--- src/hdl/bfps_regs.svh ---
// bfps offsets, fields, resets and timings
`ifndef BFPS_REGS_SVH
`define BFPS_REGS_SVH
// apb byte offsets
`define BFPS_CFG_OFS      8'h00
`define BFPS_STAT_OFS     8'h04
`define BFPS_STRAP_OFS    8'h08
`define BFPS_FLT_OFS      8'h0C
// cfg fields
`define BFPS_CFG_HIC_BIT  0
`define BFPS_CFG_SCL_BIT  1
`define BFPS_CFG_OVL_BIT  2
`define BFPS_CFG_PGS_LSB  4
`define BFPS_CFG_LOCK_BIT 31
`define BFPS_CFG_MASK     32'h8000_00F7
`define BFPS_CFG_RST      32'h0000_0011
// stat fields
`define BFPS_STAT_PGF_LSB 12
`define BFPS_STAT_PG_BIT  16
`define BFPS_STAT_TSD_BIT 17
`define BFPS_STAT_VOK_LSB 18
`define BFPS_STAT_SUP_BIT 22
// strap, fault fields
`define BFPS_STRAP_IL_LSB 8
`define BFPS_FLT_RTY_LSB  16
// logic clock rate
`define BFPS_CLK_HZ       10000000
// pg fall deglitch, us
`define BFPS_PG_DEGL_US   50
`define BFPS_PG_DEGL_CYC  ((`BFPS_PG_DEGL_US * `BFPS_CLK_HZ) / 1000000)
// pg rise validation, ms
`define BFPS_PG_VAL_MS    1
`define BFPS_PG_VAL_CYC   ((`BFPS_PG_VAL_MS * `BFPS_CLK_HZ) / 1000)
// base soft start, ms; 4 and 8 ms are shifts
`define BFPS_SS_MS        2
`define BFPS_SS_CYC       ((`BFPS_SS_MS * `BFPS_CLK_HZ) / 1000)
// fault counter top, restart limit, hiccup wait in soft starts
`define BFPS_FAULT_MAX    4'hF
`define BFPS_RETRY_MAX    3'h7
`define BFPS_HIC_MULT     7
// soft start select, 2 bits per strap level
`define BFPS_SS_TBL_CH1   16'hA940
`define BFPS_SS_TBL_CH2   16'h8120
`define BFPS_SS_TBL_CH3   16'hA540
`define BFPS_SS_TBL_CH4   16'h8924
`endif

--- src/hdl/bfps_pkg.sv ---
// bfps shared types: channel states, limit settings, comparator bundle
package bfps_pkg;
  // per-channel sequencing state
  typedef enum logic [2:0] {
    CH_OFF,
    CH_SS,
    CH_RUN,
    CH_HIC,
    CH_LATCH
  } bfps_ch_e;
  // peak current limit setting sent to the analog stage
  typedef enum logic [1:0] {
    ILIM_4A40,
    ILIM_2A63,
    ILIM_6A44
  } bfps_ilim_e;
  // analog comparator results of one channel
  typedef struct packed {
    logic ilim_hit;
    logic pwm_end;
    logic fb_lt_half;
    logic fb_lt_quarter;
    logic duty_max;
    logic duty_over;
    logic ovp;
    logic vin_rise;
    logic vin_fall;
    logic pg_rise;
    logic pg_fall;
    logic ref_above_fb;
  } bfps_cmp_s;
endpackage

--- src/hdl/bfps_pgood.sv ---
// bfps per-channel power-good flag with fall deglitch and rise validation
`timescale 1ns/100ps
module bfps_pgood #(
  parameter int DEGL_CYC = 500,
  parameter int VAL_CYC  = 10000
) (
  input  wire logic clk,
  input  wire logic rst_n,
  input  wire logic pg_rise,
  input  wire logic pg_fall,
  output logic      flag_q,
  output logic      valid
);
  logic [15:0] degl_q;  // time spent below the low threshold
  logic [15:0] val_q;   // time the flag has been high
  logic        done_q;  // validation time reached

  // flag rises at once, falls only after a held low
  always_ff @(posedge clk or negedge rst_n) begin
    if (!rst_n) begin
      flag_q <= 1'b0;
      degl_q <= 16'h0000;
    end else if (!pg_fall) begin
      degl_q <= 16'h0000;
      if (pg_rise) begin
        flag_q <= 1'b1;
      end
    end else if (degl_q >= 16'(DEGL_CYC)) begin
      // more than the deglitch time below threshold
      flag_q <= 1'b0;
    end else begin
      degl_q <= degl_q + 16'h0001;
    end
  end

  // validation timer restarts whenever the flag drops
  always_ff @(posedge clk or negedge rst_n) begin
    if (!rst_n) begin
      val_q  <= 16'h0000;
      done_q <= 1'b0;
    end else if (!flag_q) begin
      val_q  <= 16'h0000;
      done_q <= 1'b0;
    end else if (val_q >= 16'(VAL_CYC - 1)) begin
      done_q <= 1'b1;
    end else begin
      val_q <= val_q + 16'h0001;
    end
  end

  // falls in the same cycle as the flag, no validation delay on the way down
  assign valid = flag_q & done_q;
endmodule

--- src/hdl/bfps_sync.sv ---
// bfps two-flop synchroniser for a vector of levels
`timescale 1ns/100ps
module bfps_sync #(
  parameter int W = 1
) (
  input  wire logic         clk,
  input  wire logic         rst_n,
  input  wire logic [W-1:0] d,
  output logic      [W-1:0] q
);
  logic [W-1:0] meta_q;  // first stage, read only by q

  // two stages; nothing else may look at meta_q
  always_ff @(posedge clk or negedge rst_n) begin
    if (!rst_n) begin
      meta_q <= '0;
      q      <= '0;
    end else begin
      meta_q <= d;
      q      <= meta_q;
    end
  end
endmodule

--- src/hdl/bfps_top.sv ---
// bfps top: four buck channel protection sequencer with apb registers
//
// Overview of operation
// (RULE1) block low-side until reference passes feedback
// (RULE2) current limit ends high-side for cycle
// (RULE3) decode limit strap for channels one, two
// (RULE4) feedback below half halves frequency
// (RULE5) feedback below quarter quarters frequency
// (RULE6) maximum duty skips every second pulse
// (RULE7) beyond maximum duty skips two of three
// (RULE8) fifteen limited cycles overflow, both switches off
// (RULE9) hiccup waits seven soft starts, then restarts
// (RULE10) restart resumes, or hiccups again after soft start
// (RULE11) hiccup masked during first soft start
// (RULE12) one hiccup enable; foldback always stays
// (RULE13) seven failed restarts latch channel off
// (RULE14) latch clears only by enable or supply
// (RULE15) short latch needs hiccup enabled
// (RULE16) overvoltage latches channel off when enabled
// (RULE17) input undervoltage lockout gates soft start
// (RULE18) channel one lockout holds all others
// (RULE19) channel flag rises fast, falls after deglitch
// (RULE20) power good ands selected validated flags
// (RULE21) thermal shutdown stops all, restarts soft
// (RULE22) supervisor active only with any enable
// (RULE23) soft start 2, 4, 8 ms by strap
// (RULE24) comparator results synchronised before use
//
// Decided for this implementation: the register offsets and the APB interface to the registers.
`timescale 1ns/100ps
`include "bfps_regs.svh"
module bfps_top #(
  parameter int SS_CYC   = `BFPS_SS_CYC,
  parameter int PG_VAL   = `BFPS_PG_VAL_CYC,
  parameter int PG_DEGL  = `BFPS_PG_DEGL_CYC
) (
  input  wire logic                     pclk,
  input  wire logic                     presetn,
  input  wire logic                     psel,
  input  wire logic                     penable,
  input  wire logic                     pwrite,
  input  wire logic [7:0]               paddr,
  input  wire logic [31:0]              pwdata,
  output logic      [31:0]              prdata,
  output logic                          pready,
  output logic                          pslverr,
  input  wire logic                     sw_tick,
  input  wire bfps_pkg::bfps_cmp_s [3:0] cmp,
  input  wire logic [3:0]               channel_enable_pin,
  input  wire logic                     tsd_hot,
  input  wire logic                     tsd_cool,
  input  wire logic [3:0]               current_limit_strap,
  input  wire logic [2:0]               soft_start_strap_ch12,
  input  wire logic [2:0]               soft_start_strap_ch34,
  output logic      [3:0]               hs_on,
  output logic      [3:0]               ls_on,
  output logic      [3:0]               reverse_block,
  output logic      [3:0]               ss_active,
  output logic      [3:0]               current_limit_setting,
  output logic                          power_good_output,
  output logic                          supervisor_active
);
  localparam int CW = $bits(bfps_pkg::bfps_cmp_s);

  // synchronised analog results
  bfps_pkg::bfps_cmp_s [3:0] cmp_s; // per-channel comparators
  logic [3:0]  en_s; // channel enables
  logic        hot_s; // over 150 C
  logic        cool_s; // under 135 C

  // configuration and straps
  logic [31:0] cfg_q; // one-time configuration word
  logic        cap_q; // straps already captured
  logic [1:0]  ss_sel_q [4]; // 0 = 2 ms, 1 = 4 ms, 2 = 8 ms

  // protection state
  logic [3:0]  vok_q; // input above lockout, per channel
  logic        tsd_q; // thermal shutdown held
  bfps_pkg::bfps_ch_e st_q [4]; // channel state
  bfps_pkg::bfps_ch_e st_d [4];
  logic [23:0] tmr_q [4]; // soft start and hiccup timer
  logic [23:0] tmr_d [4];
  logic [3:0]  fcnt_q [4]; // overcurrent fault counter
  logic [2:0]  rty_q [4]; // consecutive restart attempts
  logic [1:0]  ph_q [4]; // pulse skip phase
  logic [3:0]  first_q; // in first soft start after enable
  logic [3:0]  flt_q; // fault seen during restart
  logic [3:0]  cut_q; // current limit hit this cycle

  // derived per-channel terms
  logic [3:0]  act; // switching allowed
  logic [3:0]  go; // may run
  logic [3:0]  trip; // counter overflow that counts
  logic [3:0]  ovl; // overvoltage latch event
  logic [3:0]  fire; // new high-side pulse
  logic [3:0]  rb_d; // next reverse block, shared by both gate flops
  logic [23:0] len [4]; // soft start length in cycles

  // power good
  logic [3:0]  pg_flag;
  logic [3:0]  pg_val;

  // apb read path
  logic [31:0] rd_d;
  logic        hit_d;

  // soft start length, doubled per select step
  function automatic logic [23:0] ss_len_f(input logic [1:0] sel);
    return 24'(SS_CYC) << sel;
  endfunction

  // strap level to soft start select through a packed table
  function automatic logic [1:0] ss_sel_f(input logic [15:0] tbl,
                                          input logic [2:0]  lvl);
    return tbl[{lvl, 1'b0} +: 2];
  endfunction

  // limit strap: open, 47 k or 22 k to ground
  function automatic bfps_pkg::bfps_ilim_e ilim_f(input logic [1:0] code);
    case (code)
      2'h1:    return bfps_pkg::ILIM_2A63;
      2'h2:    return bfps_pkg::ILIM_6A44;
      default: return bfps_pkg::ILIM_4A40;
    endcase
  endfunction

  // foldback and pulse skip divider; short circuit foldback outranks skip
  function automatic logic [1:0] div_f(input bfps_pkg::bfps_cmp_s c);
    if (c.fb_lt_quarter) begin
      return 2'h3; // one pulse in four
    end else if (c.fb_lt_half) begin
      return 2'h1; // one pulse in two
    end else if (c.duty_over) begin
      return 2'h2; // one pulse in three
    end else if (c.duty_max) begin
      return 2'h1; // every other pulse
    end
    return 2'h0;
  endfunction

  // comparator, enable and thermal levels pass two flops first; the straps do not
  bfps_sync #(
    .W (CW * 4 + 6)
  ) u_sync (
    .clk   (pclk),
    .rst_n (presetn),
    .d     ({cmp, channel_enable_pin, tsd_hot, tsd_cool}),
    .q     ({cmp_s, en_s, hot_s, cool_s}) // (RULE24)
  );

  // one deglitch and validation unit per channel
  for (genvar g = 0; g < 4; g++) begin : g_pg
    bfps_pgood #(
      .DEGL_CYC (PG_DEGL),
      .VAL_CYC  (PG_VAL)
    ) u_pg (
      .clk     (pclk),
      .rst_n   (presetn),
      .pg_rise (cmp_s[g].pg_rise),
      .pg_fall (cmp_s[g].pg_fall),
      .flag_q  (pg_flag[g]), // (RULE19)
      .valid   (pg_val[g])
    );
  end

  // straps are sampled once, one clock after reset release
  always_ff @(posedge pclk or negedge presetn) begin
    if (!presetn) begin
      cap_q                 <= 1'b0;
      current_limit_setting <= 4'h0;
      for (int i = 0; i < 4; i++) begin
        ss_sel_q[i] <= 2'h0;
      end
    end else if (!cap_q) begin
      cap_q                      <= 1'b1;
      current_limit_setting[1:0] <= ilim_f(current_limit_strap[1:0]); // (RULE3)
      current_limit_setting[3:2] <= ilim_f(current_limit_strap[3:2]); // (RULE3)
      ss_sel_q[0] <= ss_sel_f(`BFPS_SS_TBL_CH1, soft_start_strap_ch12); // (RULE23)
      ss_sel_q[1] <= ss_sel_f(`BFPS_SS_TBL_CH2, soft_start_strap_ch12); // (RULE23)
      ss_sel_q[2] <= ss_sel_f(`BFPS_SS_TBL_CH3, soft_start_strap_ch34); // (RULE23)
      ss_sel_q[3] <= ss_sel_f(`BFPS_SS_TBL_CH4, soft_start_strap_ch34); // (RULE23)
    end
  end

  // input lockout hysteresis and thermal hysteresis
  always_ff @(posedge pclk or negedge presetn) begin
    if (!presetn) begin
      vok_q <= 4'h0;
      tsd_q <= 1'b0;
    end else begin
      for (int i = 0; i < 4; i++) begin
        if (cmp_s[i].vin_fall) begin
          vok_q[i] <= 1'b0; // below 3.78 V (RULE17)
        end else if (cmp_s[i].vin_rise) begin
          vok_q[i] <= 1'b1; // above 4.2 V (RULE17)
        end
      end
      if (hot_s) begin
        tsd_q <= 1'b1; // (RULE21)
      end else if (cool_s) begin
        tsd_q <= 1'b0; // (RULE21)
      end
    end
  end

  // per-channel qualifiers
  always_comb begin
    for (int i = 0; i < 4; i++) begin
      act[i]  = (st_q[i] == bfps_pkg::CH_SS) || (st_q[i] == bfps_pkg::CH_RUN);
      // channel one supply gates every channel
      go[i]   = en_s[i] & vok_q[i] & vok_q[0] & ~tsd_q; // (RULE17) (RULE18) (RULE21)
      trip[i] = sw_tick & act[i] & cut_q[i] & (fcnt_q[i] == `BFPS_FAULT_MAX)
                & cfg_q[`BFPS_CFG_HIC_BIT] & ~first_q[i]; // (RULE8) (RULE11) (RULE12)
      ovl[i]  = act[i] & cfg_q[`BFPS_CFG_OVL_BIT] & cmp_s[i].ovp; // (RULE16)
      fire[i] = sw_tick & act[i] & (ph_q[i] == 2'h0);
      rb_d[i] = (st_q[i] == bfps_pkg::CH_SS) & ~cmp_s[i].ref_above_fb; // (RULE1)
      len[i]  = ss_len_f(ss_sel_q[i]);
    end
  end

  // channel sequencing next state
  always_comb begin
    for (int i = 0; i < 4; i++) begin
      st_d[i]  = st_q[i];
      tmr_d[i] = tmr_q[i] + 24'h000001;
      case (st_q[i])
        bfps_pkg::CH_OFF: begin
          tmr_d[i] = 24'h000000;
          if (go[i]) begin
            st_d[i] = bfps_pkg::CH_SS;
          end
        end
        bfps_pkg::CH_SS: begin
          if (!go[i]) begin
            st_d[i] = bfps_pkg::CH_OFF;
          end else if (ovl[i]) begin
            st_d[i] = bfps_pkg::CH_LATCH;           // (RULE16)
          end else if (tmr_q[i] >= len[i] - 24'h000001) begin
            tmr_d[i] = 24'h000000;
            if (flt_q[i] | trip[i]) begin
              // flt only sets with hiccup on, so the latch needs it too
              if (cfg_q[`BFPS_CFG_SCL_BIT] && rty_q[i] == `BFPS_RETRY_MAX) begin
                st_d[i] = bfps_pkg::CH_LATCH;       // (RULE13) (RULE15)
              end else begin
                st_d[i] = bfps_pkg::CH_HIC;         // (RULE10)
              end
            end else begin
              st_d[i] = bfps_pkg::CH_RUN;           // (RULE10)
            end
          end
        end
        bfps_pkg::CH_RUN: begin
          tmr_d[i] = 24'h000000;
          if (!go[i]) begin
            st_d[i] = bfps_pkg::CH_OFF;
          end else if (ovl[i]) begin
            st_d[i] = bfps_pkg::CH_LATCH;           // (RULE16)
          end else if (trip[i]) begin
            st_d[i] = bfps_pkg::CH_HIC;             // (RULE8)
          end
        end
        bfps_pkg::CH_HIC: begin
          if (!go[i]) begin
            st_d[i] = bfps_pkg::CH_OFF;
          end else if (tmr_q[i] >= 24'(len[i] * `BFPS_HIC_MULT) - 24'h000001) begin
            tmr_d[i] = 24'h000000;
            st_d[i]  = bfps_pkg::CH_SS;             // (RULE9)
          end
        end
        bfps_pkg::CH_LATCH: begin
          // thermal events do not clear the latch, only enable or supply
          tmr_d[i] = 24'h000000;
          if (!en_s[i] || !vok_q[i]) begin
            st_d[i] = bfps_pkg::CH_OFF;             // (RULE14)
          end
        end
        default: begin
          st_d[i]  = bfps_pkg::CH_OFF;
          tmr_d[i] = 24'h000000;
        end
      endcase
    end
  end

  // state and timer registers
  always_ff @(posedge pclk or negedge presetn) begin
    if (!presetn) begin
      for (int i = 0; i < 4; i++) begin
        st_q[i]  <= bfps_pkg::CH_OFF;
        tmr_q[i] <= 24'h000000;
      end
    end else begin
      for (int i = 0; i < 4; i++) begin
        st_q[i]  <= st_d[i];
        tmr_q[i] <= tmr_d[i];
      end
    end
  end

  // first soft start mask, restart fault flag and attempt count
  always_ff @(posedge pclk or negedge presetn) begin
    if (!presetn) begin
      first_q <= 4'h0;
      flt_q   <= 4'h0;
      for (int i = 0; i < 4; i++) begin
        rty_q[i] <= 3'h0;
      end
    end else begin
      for (int i = 0; i < 4; i++) begin
        if (st_q[i] == bfps_pkg::CH_OFF && go[i]) begin
          first_q[i] <= 1'b1; // (RULE11)
        end else if (st_q[i] == bfps_pkg::CH_SS && st_d[i] != bfps_pkg::CH_SS) begin
          first_q[i] <= 1'b0;
        end
        if (st_q[i] != bfps_pkg::CH_SS) begin
          flt_q[i] <= 1'b0;
        end else if (trip[i]) begin
          flt_q[i] <= 1'b1; // (RULE10)
        end
        if (st_d[i] == bfps_pkg::CH_RUN || st_d[i] == bfps_pkg::CH_OFF) begin
          rty_q[i] <= 3'h0;
        end else if (st_q[i] == bfps_pkg::CH_HIC && st_d[i] == bfps_pkg::CH_SS
                     && rty_q[i] != `BFPS_RETRY_MAX) begin
          rty_q[i] <= rty_q[i] + 3'h1; // (RULE13)
        end
      end
    end
  end

  // limit hit per switching cycle and fault counter
  always_ff @(posedge pclk or negedge presetn) begin
    if (!presetn) begin
      cut_q <= 4'h0;
      for (int i = 0; i < 4; i++) begin
        fcnt_q[i] <= 4'h0;
      end
    end else begin
      for (int i = 0; i < 4; i++) begin
        // a hit in the tick cycle belongs to the new cycle
        cut_q[i] <= act[i] & (cmp_s[i].ilim_hit | (cut_q[i] & ~sw_tick));
        if (!act[i]) begin
          fcnt_q[i] <= 4'h0;
        end else if (sw_tick) begin
          // a clean cycle restarts the count; overflow wraps to zero
          fcnt_q[i] <= cut_q[i] ? fcnt_q[i] + 4'h1 : 4'h0; // (RULE8)
        end
      end
    end
  end

  // pulse skip phase, cycles through the divider
  always_ff @(posedge pclk or negedge presetn) begin
    if (!presetn) begin
      for (int i = 0; i < 4; i++) begin
        ph_q[i] <= 2'h0;
      end
    end else begin
      for (int i = 0; i < 4; i++) begin
        if (!act[i]) begin
          ph_q[i] <= 2'h0;
        end else if (sw_tick) begin
          ph_q[i] <= (ph_q[i] >= div_f(cmp_s[i])) ? 2'h0 : ph_q[i] + 2'h1; // (RULE4) (RULE5) (RULE6) (RULE7)
        end
      end
    end
  end

  // gate drive and soft start outputs
  always_ff @(posedge pclk or negedge presetn) begin
    if (!presetn) begin
      hs_on         <= 4'h0;
      ls_on         <= 4'h0;
      reverse_block <= 4'h0;
      ss_active     <= 4'h0;
    end else begin
      for (int i = 0; i < 4; i++) begin
        // diode emulation until the ramp passes a precharged output;
        // the next value is used so low side never overlaps the block
        reverse_block[i] <= rb_d[i]; // (RULE1)
        ss_active[i]     <= st_q[i] == bfps_pkg::CH_SS;
        if (!act[i]) begin
          hs_on[i] <= 1'b0; // (RULE8)
          ls_on[i] <= 1'b0;
        end else if (fire[i]) begin
          hs_on[i] <= 1'b1;
          ls_on[i] <= 1'b0;
        end else if (sw_tick || (hs_on[i] && (cmp_s[i].ilim_hit || cmp_s[i].pwm_end))) begin
          hs_on[i] <= 1'b0; // (RULE2)
          ls_on[i] <= ~rb_d[i]; // (RULE1) (RULE2)
        end else if (rb_d[i]) begin
          ls_on[i] <= 1'b0; // (RULE1)
        end
      end
    end
  end

  // power good and supervisor enable
  always_ff @(posedge pclk or negedge presetn) begin
    if (!presetn) begin
      power_good_output <= 1'b0;
      supervisor_active <= 1'b0;
    end else begin
      power_good_output <= (cfg_q[`BFPS_CFG_PGS_LSB +: 4] != 4'h0)
                           & (&(pg_val | ~cfg_q[`BFPS_CFG_PGS_LSB +: 4])); // (RULE20)
      supervisor_active <= |en_s; // (RULE22)
    end
  end

  // register read mux
  always_comb begin
    rd_d  = 32'h0000_0000;
    hit_d = 1'b1;
    case (paddr)
      `BFPS_CFG_OFS: rd_d = cfg_q;
      `BFPS_STAT_OFS: begin
        for (int i = 0; i < 4; i++) begin
          rd_d[i*3 +: 3] = st_q[i];
        end
        rd_d[`BFPS_STAT_PGF_LSB +: 4] = pg_flag;
        rd_d[`BFPS_STAT_PG_BIT]       = power_good_output;
        rd_d[`BFPS_STAT_TSD_BIT]      = tsd_q;
        rd_d[`BFPS_STAT_VOK_LSB +: 4] = vok_q;
        rd_d[`BFPS_STAT_SUP_BIT]      = supervisor_active;
      end
      `BFPS_STRAP_OFS: begin
        for (int i = 0; i < 4; i++) begin
          rd_d[i*2 +: 2] = ss_sel_q[i];
        end
        rd_d[`BFPS_STRAP_IL_LSB +: 4] = current_limit_setting;
      end
      `BFPS_FLT_OFS: begin
        for (int i = 0; i < 4; i++) begin
          rd_d[i*4 +: 4]                     = fcnt_q[i];
          rd_d[`BFPS_FLT_RTY_LSB + i*3 +: 3] = rty_q[i];
        end
      end
      default: hit_d = 1'b0;            // unmapped: error, data zero
    endcase
  end

  // apb slave: one access cycle, answer captured in setup
  always_ff @(posedge pclk or negedge presetn) begin
    if (!presetn) begin
      pready  <= 1'b0;
      pslverr <= 1'b0;
      prdata  <= 32'h0000_0000;
    end else begin
      pready <= psel & ~penable;
      if (psel && !penable) begin
        prdata  <= pwrite ? 32'h0000_0000 : rd_d;
        pslverr <= ~hit_d;
      end
    end
  end

  // configuration acts like fuses: the lock bit freezes it until the next reset
  always_ff @(posedge pclk or negedge presetn) begin
    if (!presetn) begin
      cfg_q <= `BFPS_CFG_RST;
    end else if (psel && penable && pready && pwrite && paddr == `BFPS_CFG_OFS
                 && !cfg_q[`BFPS_CFG_LOCK_BIT]) begin
      cfg_q <= pwdata & `BFPS_CFG_MASK; // (RULE12) (RULE15)
    end
  end
endmodule

--- config.mk ---
export PLATFORM = sky130hd
export DESIGN_NAME = bfps_top
export DESIGN_NICKNAME = d
export VERILOG_FILES = /design/src/hdl/bfps_pkg.sv /design/src/hdl/bfps_pgood.sv /design/src/hdl/bfps_sync.sv /design/src/hdl/bfps_top.sv
export VERILOG_INCLUDE_DIRS = /design/src /design/src/hdl
export SDC_FILE = /design/constraint.sdc
export NUM_CORES = 1
export LEC_CHECK = 0
export ABC_CLOCK_PERIOD_IN_PS = 3360
export BUFFER_PORTS_ARGS = -buffer_cell sky130_fd_sc_hd__buf_2
export CAP_MARGIN = 5
export CORE_MARGIN = 10
export CORE_UTILIZATION = 30
export CTS_BUF_LIST = sky130_fd_sc_hd__clkbuf_8
export DETAILED_ROUTE_END_ITERATION = 8
export SLEW_MARGIN = 40
export SYNTH_ARGS = -nofsm -noshare
export SYNTH_HDL_FRONTEND = slang
export SYNTH_SLANG_ARGS = --single-unit
export TNS_END_PERCENT = 20
--- constraint.sdc ---
create_clock -name pclk -period 3.36 [get_ports pclk]
set_clock_uncertainty 0.05 [all_clocks]
set_input_delay 0 -clock pclk [delete_from_list [all_inputs] [get_ports pclk]]
set_output_delay 0 -clock pclk [all_outputs]
set_load 0.1 [all_outputs]
* Yosys cells after proc, flatten, opt, wreduce, memory -nomap -nowiden *
Index checks and enable logic that the tools add are counted.

storage, ports and cells
  output and inout port bits = 56
  register bits = 478
  logic and storage cells = 665

cells by class
  $add $sub $neg = 32
  equality and inequality tests = 79
  $mul = 4
  reductions and logical operators = 102
  multiplexer cells = 258
  bitwise logic cells = 88
  shift-type cells = 8
  $lt $le $gt $ge = 20

operator list
  operator                 number
  $mux 24                  20
  $mux 16                  16
  $ge 24x24->1             8
  $pmux 24 s2              4
  $sub 24x1->24 const B    8
  $mux 3                   56
  $add 16x1->16 const B    8
  $mux 1                   99
  $add 24x1->24 const B    4
  $mul 24x3->24 const B    4
  $shl 15x2->24 const A    4
  $mux 2                   40
  $ge 16x14->1 const B     4
  $ge 16x9->1 const B      4
  $shiftx 16x5->2 const A  4
  $and 1x1->1              62
  $pmux 3 s5               4
  $mux 4                   13
  $pmux 12 s4              1
  $reduce_bool 2->1        21
  $eq 3x2->1 const B       12
  $ne 3x1->1 const B       12
  $mux 32                  1
  $ne 2x2->1 const B       16
  31 further kinds         166

* Logic depth before layout (Yosys ltp) *
Gate-level depths: netlist of run 1.

  depth in word-level cells = 18
  mapped depth = 14

* Modules after synthesis *
A second synthesis of run 1 with hierarchy kept.

second synthesis, totals
  cell total of the unflattened synthesis = 2363
  area, all modules = 24377.1 um^2

by module, submodules not included
  module      times used  cells each  area an instance (um^2)
  bfps_top    1           1631        15123.3
  bfps_pgood  4           156         1637.8
  bfps_sync   1           108         2702.6

* Worst setup path before layout of run 1 *
Ideal clock, no wire load.

  path kind = reg2reg
  from = register ss_sel_q[3] (netlist bit)
  to = register tmr_q[37] (netlist bit)
  data required time = 3189 ps
  setup time = 121 ps
  setup slack = 158 ps
  clock period less this slack = 3202 ps
  data arrival time = 3031 ps
  stages on the path, launching flop included = 13
  cells stage by stage = dfrtp_1 -> inv_1 -> ha_1 -> or4_1 -> ha_1 -> nand4_1 -> nor4_1 -> nand3_1 -> o21ai_0 -> nor2_1 -> o211ai_1 -> buf_2 -> nor2_1

RTL lines
  item                           line             text
  start, declared                bfps_top.sv:74   logic [1:0] ss_sel_q [4];
  end signal, assigned by index  bfps_top.sv:295  tmr_q[i] <= tmr_d[i];
  end, declared                  bfps_top.sv:81   logic [23:0] tmr_q [4];

* Final worst setup path of run 1 *
  from = register ss_sel_q[4] (netlist bit)
  to = register rty_q[6] (netlist bit)

between the ends
  longest elaborated chain between the ends = 11

RTL lines
  item                                                             line                              text
  $shl 15x2->24 *                                                  bfps_top.sv:109                   return 24'(SS_CYC) << sel;
  $mul 24x3->24 (no line) / $sub 24x1->24 (equally long branches)  -
  $sub 24x1->24 / $ge 24x24->1 (equally long branches)             bfps_top.sv:265, bfps_top.sv:238
  $ge 24x24->1 / $mux 3 (equally long branches)                    bfps_top.sv:265, bfps_top.sv:238
  $mux 3 (on tied branches)                                        bfps_top.sv:265, bfps_top.sv:236
  $mux 3 (on tied branches)                                        bfps_top.sv:263, bfps_top.sv:234
  $pmux 3 s5 *                                                     bfps_top.sv:226                   case (st_q[i])
  $eq 3x1->1                                                       bfps_top.sv:322                   end else if (st_q[i] == bfps_pkg::CH_HIC && st_d[i] == bfps_pkg::CH_SS
  $logic_and 1x1->1                                                bfps_top.sv:322
  $logic_and 1x1->1 (no line)                                      -
  $reduce_bool 2->1 (no line)                                      -
  end signal, assigned by index                                    bfps_top.sv:324                   rty_q[i] <= rty_q[i] + 3'h1;
  end, declared                                                    bfps_top.sv:84                    logic [2:0] rty_q [4];

Mark *: on every way between the ends. The rest lies on a longest branch, timed or not.
A chain may end at the register's enable or synchronous reset.

==> flow_summary_export.csv, run 1 <==
group,metric,value,unit
status,status,"finished clean",
power,p_sw_share,26.9,%
placement,hpwl,45.2,mm
power,p_comb_share,10.7,%
yosys,synthMostInstantiatedCell,"dfrtp_1",
finish,final_area,0.0303,sq mm
yosys,synth.area.mux_share,2.06,%
floorplan,dieArea,0.0930,sq mm
yosys,synth-xor-area-share,5.93,%
yosys,yosys-top-cells-count,"dfrtp_1, ha_1, nor2_1",
finish,regArea,0.0119,sq mm
cts,htree_levels,3,
finish,multi_input_area,0.0120,sq mm
setup_path,crit_type,"reg -> reg",
power,p_int,0.00995,W
setup_path,cp-start-kind,"flop",
power,p_sw,0.00367,W
timing,hold_violations,0,
floorplan,die_w,305,um
yosys,synth_edf_count,0,
grt,grt_pass1_wl,102,mm
floorplan,die_h,305,um
setup_path,critPathMaxFanout,6,
grt,grt_max_degree,63,
job,maxCapViolCount,0,
power,power_density,450,mW/mm^2
setup_path,critical_path_required,3.90,ns
yosys,ys_ff_latch,475,
yosys,netlist_instances,2372,
yosys,synth_area,0.0244,sq mm
finish,nFillCells,7906,
timing,fmax,304,MHz
finish,drive_gt1_share,13.3,%
power,p_seq_share,46.0,%
grt,grt_usage,13.5,%
grt,gr-total-overflow,0,
min_path,hold_class,"in -> reg",
yosys,synthTopCellsByArea,"dfrtp_1, ha_1, nor2_1",
yosys,synth_top_family_by_area,"simple AND/OR/NAND/NOR gates",
setup_path,max_stage_delay,0.53,ns
detailed_routing,drt_iter0_markers,1197,
cts,numClockSinks,475,
detailed_routing,ant_nets,0,
detailed_routing,firstDrtPassIters,5,
yosys,synth-simple-area-share,19.2,%
detailed_routing,wl,63.7,mm
placement,finalWeightedCongestion,0.882,
finish,area_delta_synth_final,24.2,%
timing,setup_viol_count_final,0,
placement,portBuffers,138,
cts,cts_tree,"done",
finish,final_core_util,37.6,%
setup_path,endpoint_kind,"flop",
setup_path,crit_slowest_cell,"or4_1",
yosys,synth_compound_area_share,10.3,%
detailed_routing,drc,0,
timing,tightest_slew,0.787,ns
cts,clock_latency,0.73,ns
yosys,avgSynthCellArea,10.3,sq um
timing,slew_headroom,47.3,%
yosys,yosys_warnings,0,
cts,clkTransAtPathRegs,0.06,ns
power,leakagePower,14.1,nW
timing,slew_viol_final,0,
timing,tns,0,ns
yosys,synthFlopType,"dfrtp_1",
yosys,synth-adder-area-share,11.1,%
setup_path,cpMostUsedCell,"ha_1",
finish,stdcell_count,3894,
floorplan,fp.coreArea,0.0805,sq mm
setup_path,path_cells,"buf_4 -> ha_1 -> or4_1 -> ha_1 -> nand4_1 -> nor3_2 -> nand3_1 -> a2bb2oi_2 -> a211oi_1 -> o22ai_1 -> mux2_2",
placement,place_area,0.0268,sq mm
floorplan,initial_core_util,30.2,%
yosys,yosys.area.top_type,"dfrtp_1",
yosys,async_reset_ff_share,100,%
timing,finalCritPeriodShare,98.0,%
cts,numCtsBuffers,84,
yosys,yosys.area.top_type_share,48.6,%
cts,clockBufferDepth,3,
placement,placedCellCount,3588,
detailed_routing,viasPerCell,4.80,
cts,ctsRootBufferMaster,"clkbuf_8",
yosys,yosys.cell_types.count,75,
grt,antenna_found_initial,9,
yosys,ys_seq_area_share,48.8,%
timing,fin_crit,3.29,ns
floorplan,top_level_ports,166,
finish,nNetsFinal,3097,
power,clkPwrFrac,43.3,%
grt,grt_pass1_vias,18600,
detailed_routing,routedWlPerCell,16.3,um
power,vdd_drop_max,0.314,mV
detailed_routing,vias,18700,
setup_path,cp.arrival,3.83,ns
timing,rsz0062_at_grt,"yes",
floorplan,placementRows,104,
-- worst max-delay path: cells and delay by family (launching register included) --
kind | cells | cell delay (ns)
AO/OA/AOI/OAI | 3 | 0.68
adder cells (fa/ha/maj) | 2 | 0.57
buffers and inverters | 1 | 0.16
flip-flops | 1 | 0.37
multiplexers | 1 | 0.29
AND/OR/NAND/NOR | 4 | 1.07
-- layer usage --
layer / share of wire (%) / GRT usage, % / wire, um
met3: 7.4 / 4.20 / 4720
met2: 41 / 19.5 / 26400
met1: 48 / 18.5 / 30500
met5: 0.12 / 0 / 74
met4: 3.1 / 5.37 / 1950
-- state kept, by name, summed over array words and instances (netlist names), 12 cells and up --
signal,flops
g_pg.u_pg.degl_q,64
tmr_q,96
u_sync.q,54
prdata,29
st_q,12
fcnt_q,16
rty_q,12
u_sync.meta_q,54
g_pg.u_pg.val_q,64
-- final cells by class --
| type | instances | share of cell area, % |
|---|---|---|
| timing repair buffer | 348 | 9.37 |
| clock inverter | 40 | 1.23 |
| clock buffer | 108 | 4.91 |
| tap | 1060 | 4.38 |
| multi-input combinational | 1765 | 39.6 |
| sequential | 475 | 39.3 |
| inverter | 97 | 1.20 |
| antenna | 1 | 0.00827 |
-- final timing paths --
kind,cells after the start,from,slack (ns),endpoint
max,11,ss_sel_q[4],0.07,rty_q[6]
min,4,current_limit_strap[3],0.08,current_limit_setting[2]
max reg2reg,11,ss_sel_q[4],0.07,rty_q[6]
min reg2reg,0,u_sync.meta_q[21],0.29,u_sync.q[21]
max in group asynchronous,5,presetn,2.14,cap_q
min in group asynchronous,4,presetn,0.47,g_pg[3].u_pg.val_q[3]
-- stage by stage --
| stage | power (W) | hold slack, ns | worst slack, ns |
|---|---|---|---|
| 4_1_cts | 0.0138 | 0.0223 | 0.0552 |
| 3_3_place_gp | 0.00765 | 0.0575 | 0.0630 |
| 3_5_place_dp | 0.00768 | -0.0879 | -0.00274 |
| 2_1_floorplan | 0.00716 | -0.346 | 0.158 |
| 6_report | 0.0136 | 0.0836 | 0.0667 |
| 5_1_grt | 0.0143 | 0.0868 | -0.0310 |
-- cell families after synthesis --
group / count (synthesis)
flip-flops: 475
other: 2
AO/OA/AOI/OAI: 379
buffers and inverters: 162
XOR/XNOR: 165
AND/OR/NAND/NOR: 933
adder cells (fa/ha/maj): 216
multiplexers: 40
-- timing repair --
item / 4_1_cts / 5_1_grt
hold endpoints to repair: 604 / 0
gates cloned: 0 / 1
pin swaps: 0 / 3
endpoints found under the setup margin: 23 / 105
gates resized for setup: 1 / 11
buffers inserted: 0 / 1
hold buffers: 155 / 0
-- power by group through the flow --
stage / Combinational, W / Sequential (W) / Clock, W
2_1_floorplan: 0.000820 / 0.00634 / 0
3_3_place_gp: 0.00128 / 0.00636 / 0
3_5_place_dp: 0.00132 / 0.00636 / 0
4_1_cts: 0.00146 / 0.00627 / 0.00608
5_1_grt: 0.00166 / 0.00631 / 0.00635
6_report: 0.00146 / 0.00627 / 0.00589
-- cells in the final DEF, fill, tap and decap left out, types with 14 or more instances in the layout --
cell type / instances
and4_1: 19
xor2_1: 78
mux2_2: 21
dfrtp_1: 472
a21oi_1: 94
conb_1: 32
clkbuf_8: 108
nand4_1: 58
nor2b_1: 25
a21o_1: 28
buf_4: 43
nor2_1: 213
o21ai_0: 88
nor4_1: 26
xnor2_1: 87
nand3_1: 102
or3_1: 15
nand2_1: 207
o31ai_1: 14
a22oi_1: 29
buf_2: 137
nor3_1: 82
and2_1: 80
nand2b_1: 31
o21a_1: 15
inv_1: 111
dlygate4sd3_1: 154
ha_1: 216
and3_1: 27
Note: power is estimated with default switching activity, not from simulation.
==> run 2, diff against run 1 <==
ABC_CLOCK_PERIOD_IN_PS = 3600   (was 3360)
clock period = 3.6 ns   (was 3.36 ns; I/O delays follow)
==> run 2 against run 1 <==
Flip-flop and latch count is the same. Via count shrank 0.88%. Die area unchanged. Clock-buffer cell count is 5 lower. First-iteration DRC count shrank 3.3%. Non-clock buffer count decreased by 28. Clock power shrank 12%. Worst hold slack gained 0.029 ns. Global-route usage is essentially flat. Final area is 1.3% lower. Sequential share of layout area grew 0.54 points. Critical path type unchanged. Largest cell class unchanged.
==> flow_summary_export.csv, run 2 (synthesis results as in run 1) <==
group,metric,value,unit
timing,hold_violations,0,
grt,grt_max_degree,95,
detailed_routing,firstDrtPassIters,5,
grt,grt_pass1_wl,103,mm
cts,cts_setup_buffers,0,
status,status,"finished clean",
placement,hpwl,44.3,mm
finish,nNetsFinal,3069,
finish,top_regs,"tmr_q (96), g_pg.u_pg.degl_q (64), g_pg.u_pg.val_q (64)",
detailed_routing,wl,63.1,mm
cts,clock_latency,0.72,ns
timing,hold_slack,0.113,ns
timing,slew_headroom,43.5,%
detailed_routing,drc,0,
finish,multi_input_area,0.0120,sq mm
floorplan,placementRows,104,
setup_path,cp.arrival,3.84,ns
floorplan,top_level_ports,166,
cts,htree_levels,3,
detailed_routing,ant_nets,0,
power,vdd_drop_max,0.250,mV
grt,antenna_found_initial,9,
timing,fmax,299,MHz
detailed_routing,vias,18500,
grt,gr-total-overflow,0,
finish,largest_reg_flops,96,
setup_path,crit_start,"ss_sel_q[7]",
cts,numClockSinks,475,
finish,drive_gt1_share,12.3,%
detailed_routing,routedWlPerCell,16.3,um
floorplan,fp.coreArea,0.0805,sq mm
finish,nFillCells,7979,
floorplan,die_w,305,um
cts,cts_tree,"done",
placement,portBuffers,138,
setup_path,endpoint_kind,"flop",
cts,clkTransAtPathRegs,0.06,ns
power,leakagePower,13.9,nW
setup_path,crit_type,"reg -> reg",
floorplan,dieArea,0.0930,sq mm
timing,fin_crit,3.34,ns
timing,finalCritPeriodShare,92.8,%
setup_path,critPathMaxFanout,24,
detailed_routing,viasPerCell,4.78,
finish,area_delta_synth_final,22.6,%
grt,grt_pass1_vias,18500,
timing,tightest_slew,0.844,ns
floorplan,initial_core_util,30.2,%
setup_path,r2r-start,"ss_sel_q[7]",
cts,numCtsBuffers,84,
timing,tns,0,ns
setup_path,cp-start-kind,"flop",
min_path,hold_class,"in -> reg",
job,maxCapViolCount,0,
finish,mostFrequentLayoutCell,"dfrtp_1",
power,power_density,414,mW/mm^2
timing,slew_viol_final,0,
grt,grt_usage,13.5,%
min_path,hold_start,"current_limit_strap[3]",
detailed_routing,drt_iter0_markers,1157,
setup_path,critical_path_required,4.10,ns
floorplan,die_h,305,um
finish,regMostFlops,"tmr_q",
placement,finalWeightedCongestion,0.872,
finish,final_cell_mix,"dfrtp_1, ha_1, nor2_1",
finish,regArea,0.0119,sq mm
cts,ctsRootBufferMaster,"clkbuf_8",
timing,rsz0062_at_grt,"no",
timing,setup_viol_count_final,0,
cts,clockBufferDepth,3,
run 2: cell types whose count changed in the layout (fill, tap and decap cells not counted), sizes merged:
cell         delta
buf            -25
diode           +1
dlygate4sd3     -2
bufinv          -3
clkinvlp        +1
clkinv          +2
clkbuf          -6
inv             +9
run 2: repair_timing:
item	CTS	global route
endpoints found under the hold margin	598	0
endpoints found under the setup margin	0	54
gates resized for setup	0	6
hold buffers	153	0
run 2: critical path, stage by stage (launching register included):
cell and delay [ns]:
dfrtp_1 0.47, inv_1 0.18, ha_1 0.27, or4_1 0.53, ha_1 0.32, nand4_1 0.12, or3_1 0.38, a21oi_1 0.13
o21a_1 0.19, o21ai_0 0.11, a21oi_2 0.20, buf_12 0.18, nor3_1 0.07
run 2: area by class of cell:
cell class	instances	share of cell area (%)
well taps	1060	4.44
flip-flops and latches	475	39.8
repair buffers	320	8.56
inverters	97	1.22
diodes	2	0.0168
multi-input cells	1765	40.1
clock buffers	103	4.75
clock inverters	49	1.12
run 2: per-layer routing:
layer	share of wire, %	vias to the layer above	global-route usage (%)
met3	7.2	94	3.88
met5	0.10	-	0
met2	42	391	19.5
met4	2.4	12	4.57
li1	-	9116	-
met1	48	8894	18.9
run 2: power by group:
part | switching [W] | internal [W] | leakage (nW) | total (W)
registers | 0.000267 | 0.00559 | 6.24 | 0.00586
logic | 0.000738 | 0.000576 | 6.61 | 0.00131
clock network | 0.00241 | 0.00278 | 1.01 | 0.00519
total | 0.00341 | 0.00895 | 13.9 | 0.0124
run 2: worst paths after layout:
path | to | cells after the start | slack, ns
setup / recovery | tmr_q[81] | 12 | 0.26
hold / removal | current_limit_setting[3] | 4 | 0.11
setup reg to reg | tmr_q[81] | 12 | 0.26
hold reg to reg | u_sync.q[33] | 0 | 0.30
max in group asynchronous | ph_q[5] | 4 | 2.53
min in group asynchronous | g_pg[2].u_pg.degl_q[12] | 4 | 0.49
run 2: stage by stage:
stage	setup WS (ns)	power (W)	util [%]	area (sq um)	std cells
2_1_floorplan	0.398	0.00668	-	24500	2402
3_3_place_gp	0.222	0.00711	32.9	26500	3564
3_5_place_dp	0.120	0.00714	32.9	26500	3564
4_1_cts	0.0911	0.0125	37.0	29800	3869
5_1_grt	0.00363	0.0130	37.1	29900	3871
6_report	0.259	0.0124	37.1	29900	3871
==> run 3, diff against run 2 <==
PLACE_DENSITY = 0.45   (was not set)
==> run 3 against run 2 <==
Total power increased by 6.4%. Final area increased by 1.2%. Combinational power about the same. First-iteration DRC count decreased by 24%. Flip-flop and latch count unchanged. Utilization increased by 0.44 points. Non-clock buffer count increased by 6. Critical endpoint is now tmr_q[19].
==> flow_summary_export.csv, run 3 (synthesis results as in run 1) <==
group,metric,value,unit
timing,setup_viol_count_final,0,
detailed_routing,viasPerCell,4.81,
setup_path,ff2ff_path_depth,14,
cts,ctsRootBufferMaster,"clkbuf_8",
floorplan,top_level_ports,166,
power,power,0.0132,W
finish,drive_gt1_share,12.9,%
grt,globalRouteMet1Util,19.6,%
power,p_seq_share,44.5,%
timing,fmax,292,MHz
cts,clkTransAtPathRegs,0.06,ns
timing,tightest_slew,0.835,ns
min_path,hold_class,"in -> reg",
grt,grt_usage,14.1,%
grt,grt_pass1_wl,107,mm
detailed_routing,drc,0,
floorplan,fp.coreArea,0.0805,sq mm
placement,hpwl,47.5,mm
floorplan,placementRows,104,
power,vdd_drop_max,0.229,mV
detailed_routing,routedWlPerCell,17.0,um
setup_path,crit_type,"reg -> reg",
power,p_int,0.00976,W
grt,use_met2,20.8,%
finish,nFillCells,7864,
job,maxCapViolCount,0,
finish,multi_input_area,0.0120,sq mm
grt,grt_max_degree,86,
power,leakagePower,14.0,nW
timing,rsz0062_at_grt,"no",
min_path,holdPathEnd,"current_limit_setting[3]",
grt,met3_usage,3.40,%
finish,final_cell_mix,"dfrtp_1, ha_1, nor2_1",
power,p_comb_share,10.2,%
setup_path,r2r-end,"tmr_q[19]",
finish,mostFrequentLayoutCell,"dfrtp_1",
placement,portBuffers,138,
grt,busiest_layer,"met2",
detailed_routing,wl,65.9,mm
cts,clock_latency,0.70,ns
grt,antenna_found_initial,7,
floorplan,die_h,305,um
power,clkPwrFrac,45.3,%
grt,grt_pass1_vias,19300,
detailed_routing,ant_nets,0,
setup_path,cp-start-kind,"flop",
cts,htree_levels,3,
timing,finalCritPeriodShare,95.1,%
setup_path,r2r_slack,0.18,ns
floorplan,initial_core_util,30.2,%
cts,cts_tree,"done",
setup_path,critPathMaxFanout,24,
timing,slew_viol_final,0,
power,p_sw_share,25.8,%
finish,regMostFlops,"tmr_q",
setup_path,cp.arrival,3.91,ns
cts,numCtsBuffers,88,
timing,tns,0,ns
power,power_density,435,mW/mm^2
timing,slew_headroom,44.3,%
finish,nNetsFinal,3079,
status,status,"finished clean",
placement,finalWeightedCongestion,0.855,
finish,area_delta_synth_final,24.1,%
min_path,hold_start,"current_limit_strap[3]",
floorplan,dieArea,0.0930,sq mm
detailed_routing,drt_iter0_markers,875,
power,p_sw,0.00339,W
grt,gr-total-overflow,0,
finish,top_regs,"tmr_q (96), g_pg.u_pg.degl_q (64), g_pg.u_pg.val_q (64)",
finish,regArea,0.0119,sq mm
finish,largest_reg_flops,96,
detailed_routing,vias,18700,
detailed_routing,firstDrtPassIters,5,
setup_path,critical_path_required,4.09,ns
cts,clockBufferDepth,3,
timing,hold_violations,0,
setup_path,endpoint_kind,"flop",
timing,fin_crit,3.42,ns
floorplan,die_w,305,um
setup_path,r2r-start,"ss_sel_q[1]",
cts,numClockSinks,475,
min_path,whs_path_depth,4,
[run 3: changes by cell type in the layout (fill, tap and decap cells not counted), sizes merged]
| cell | before | now |
|---|---|---|
| diode | 2 | 4 |
| clkbuf | 103 | 115 |
| bufinv | 2 | 10 |
| clkinv | 17 | 12 |
| inv | 126 | 116 |
| dlygate4sd3 | 152 | 154 |
| clkinvlp | 1 | 2 |
| buf | 168 | 172 |
[run 3: through the flow]
stage	setup slack, ns	hold WS, ns	instance area, sq um	cells	util (%)
6_report	0.176	0.0632	30200	3885	37.5
5_1_grt	0.00541	0.0475	30200	3884	37.5
4_1_cts	0.0388	0.000348	30200	3881	37.5
3_5_place_dp	0.0848	0.0539	26500	3568	33.0
3_3_place_gp	0.131	0.0438	26500	3568	33.0
2_1_floorplan	0.398	-0.346	24500	2402	-
[run 3: worst max path at each step]
stage / startpoint / slack [ns] / cells past startpoint / end
floorplan: ss_sel_q[3] / 0.40 / 12 / tmr_q[37]
global placement: ss_sel_q[4] / 0.13 / 13 / rty_q[6]
detailed placement: ss_sel_q[4] / 0.08 / 13 / rty_q[6]
CTS: ss_sel_q[3] / 0.04 / 12 / tmr_q[27]
global route: ss_sel_q[1] / 0.005 / 14 / tmr_q[21]
finish: ss_sel_q[1] / 0.18 / 14 / tmr_q[19]
[run 3: what timing repair did]
action                                 CTS  global route
setup endpoints to repair                0            80
buffers inserted                         0             0
endpoints found under the hold margin  502             0
hold buffers                           155             0
gates resized for setup                  0            10
[run 3: area by class of cell]
class,instances,area share (%)
repair buffers,326,8.59
clock inverters,43,1.55
inverters,97,1.21
multi-input cells,1765,39.6
flip-flops and latches,475,39.4
well taps,1060,4.39
diodes,4,0.0331
clock buffers,115,5.24
[run 3: power by group through the flow]
stage | Sequential (W) | Combinational [W] | Clock (W)
final | 0.00586 | 0.00134 | 0.00596
after global routing | 0.00589 | 0.00153 | 0.00644
after CTS | 0.00585 | 0.00135 | 0.00620
after detailed placement | 0.00594 | 0.00122 | 0
after global placement | 0.00594 | 0.00118 | 0
after floorplan | 0.00592 | 0.000765 | 0
[run 3: per-layer routing]
metal  wire length [um]  vias up
li1                   -     9145
met1              32000     9045
met2              28100      384
met3               3830      114
met4               1930        6
met5                 36        -
[run 3: critical path: stages (launching register included)]
cell and delay [ns]:
dfrtp_1 0.47, inv_1 0.20, ha_1 0.35, inv_1 0.06, a22oi_1 0.21, xnor2_1 0.10, ha_1 0.30, nand4_1 0.09
a211oi_1 0.27, a221oi_2 0.13, o31ai_2 0.37, o21ai_0 0.13, a21oi_1 0.27, buf_12 0.20, nor3_1 0.08
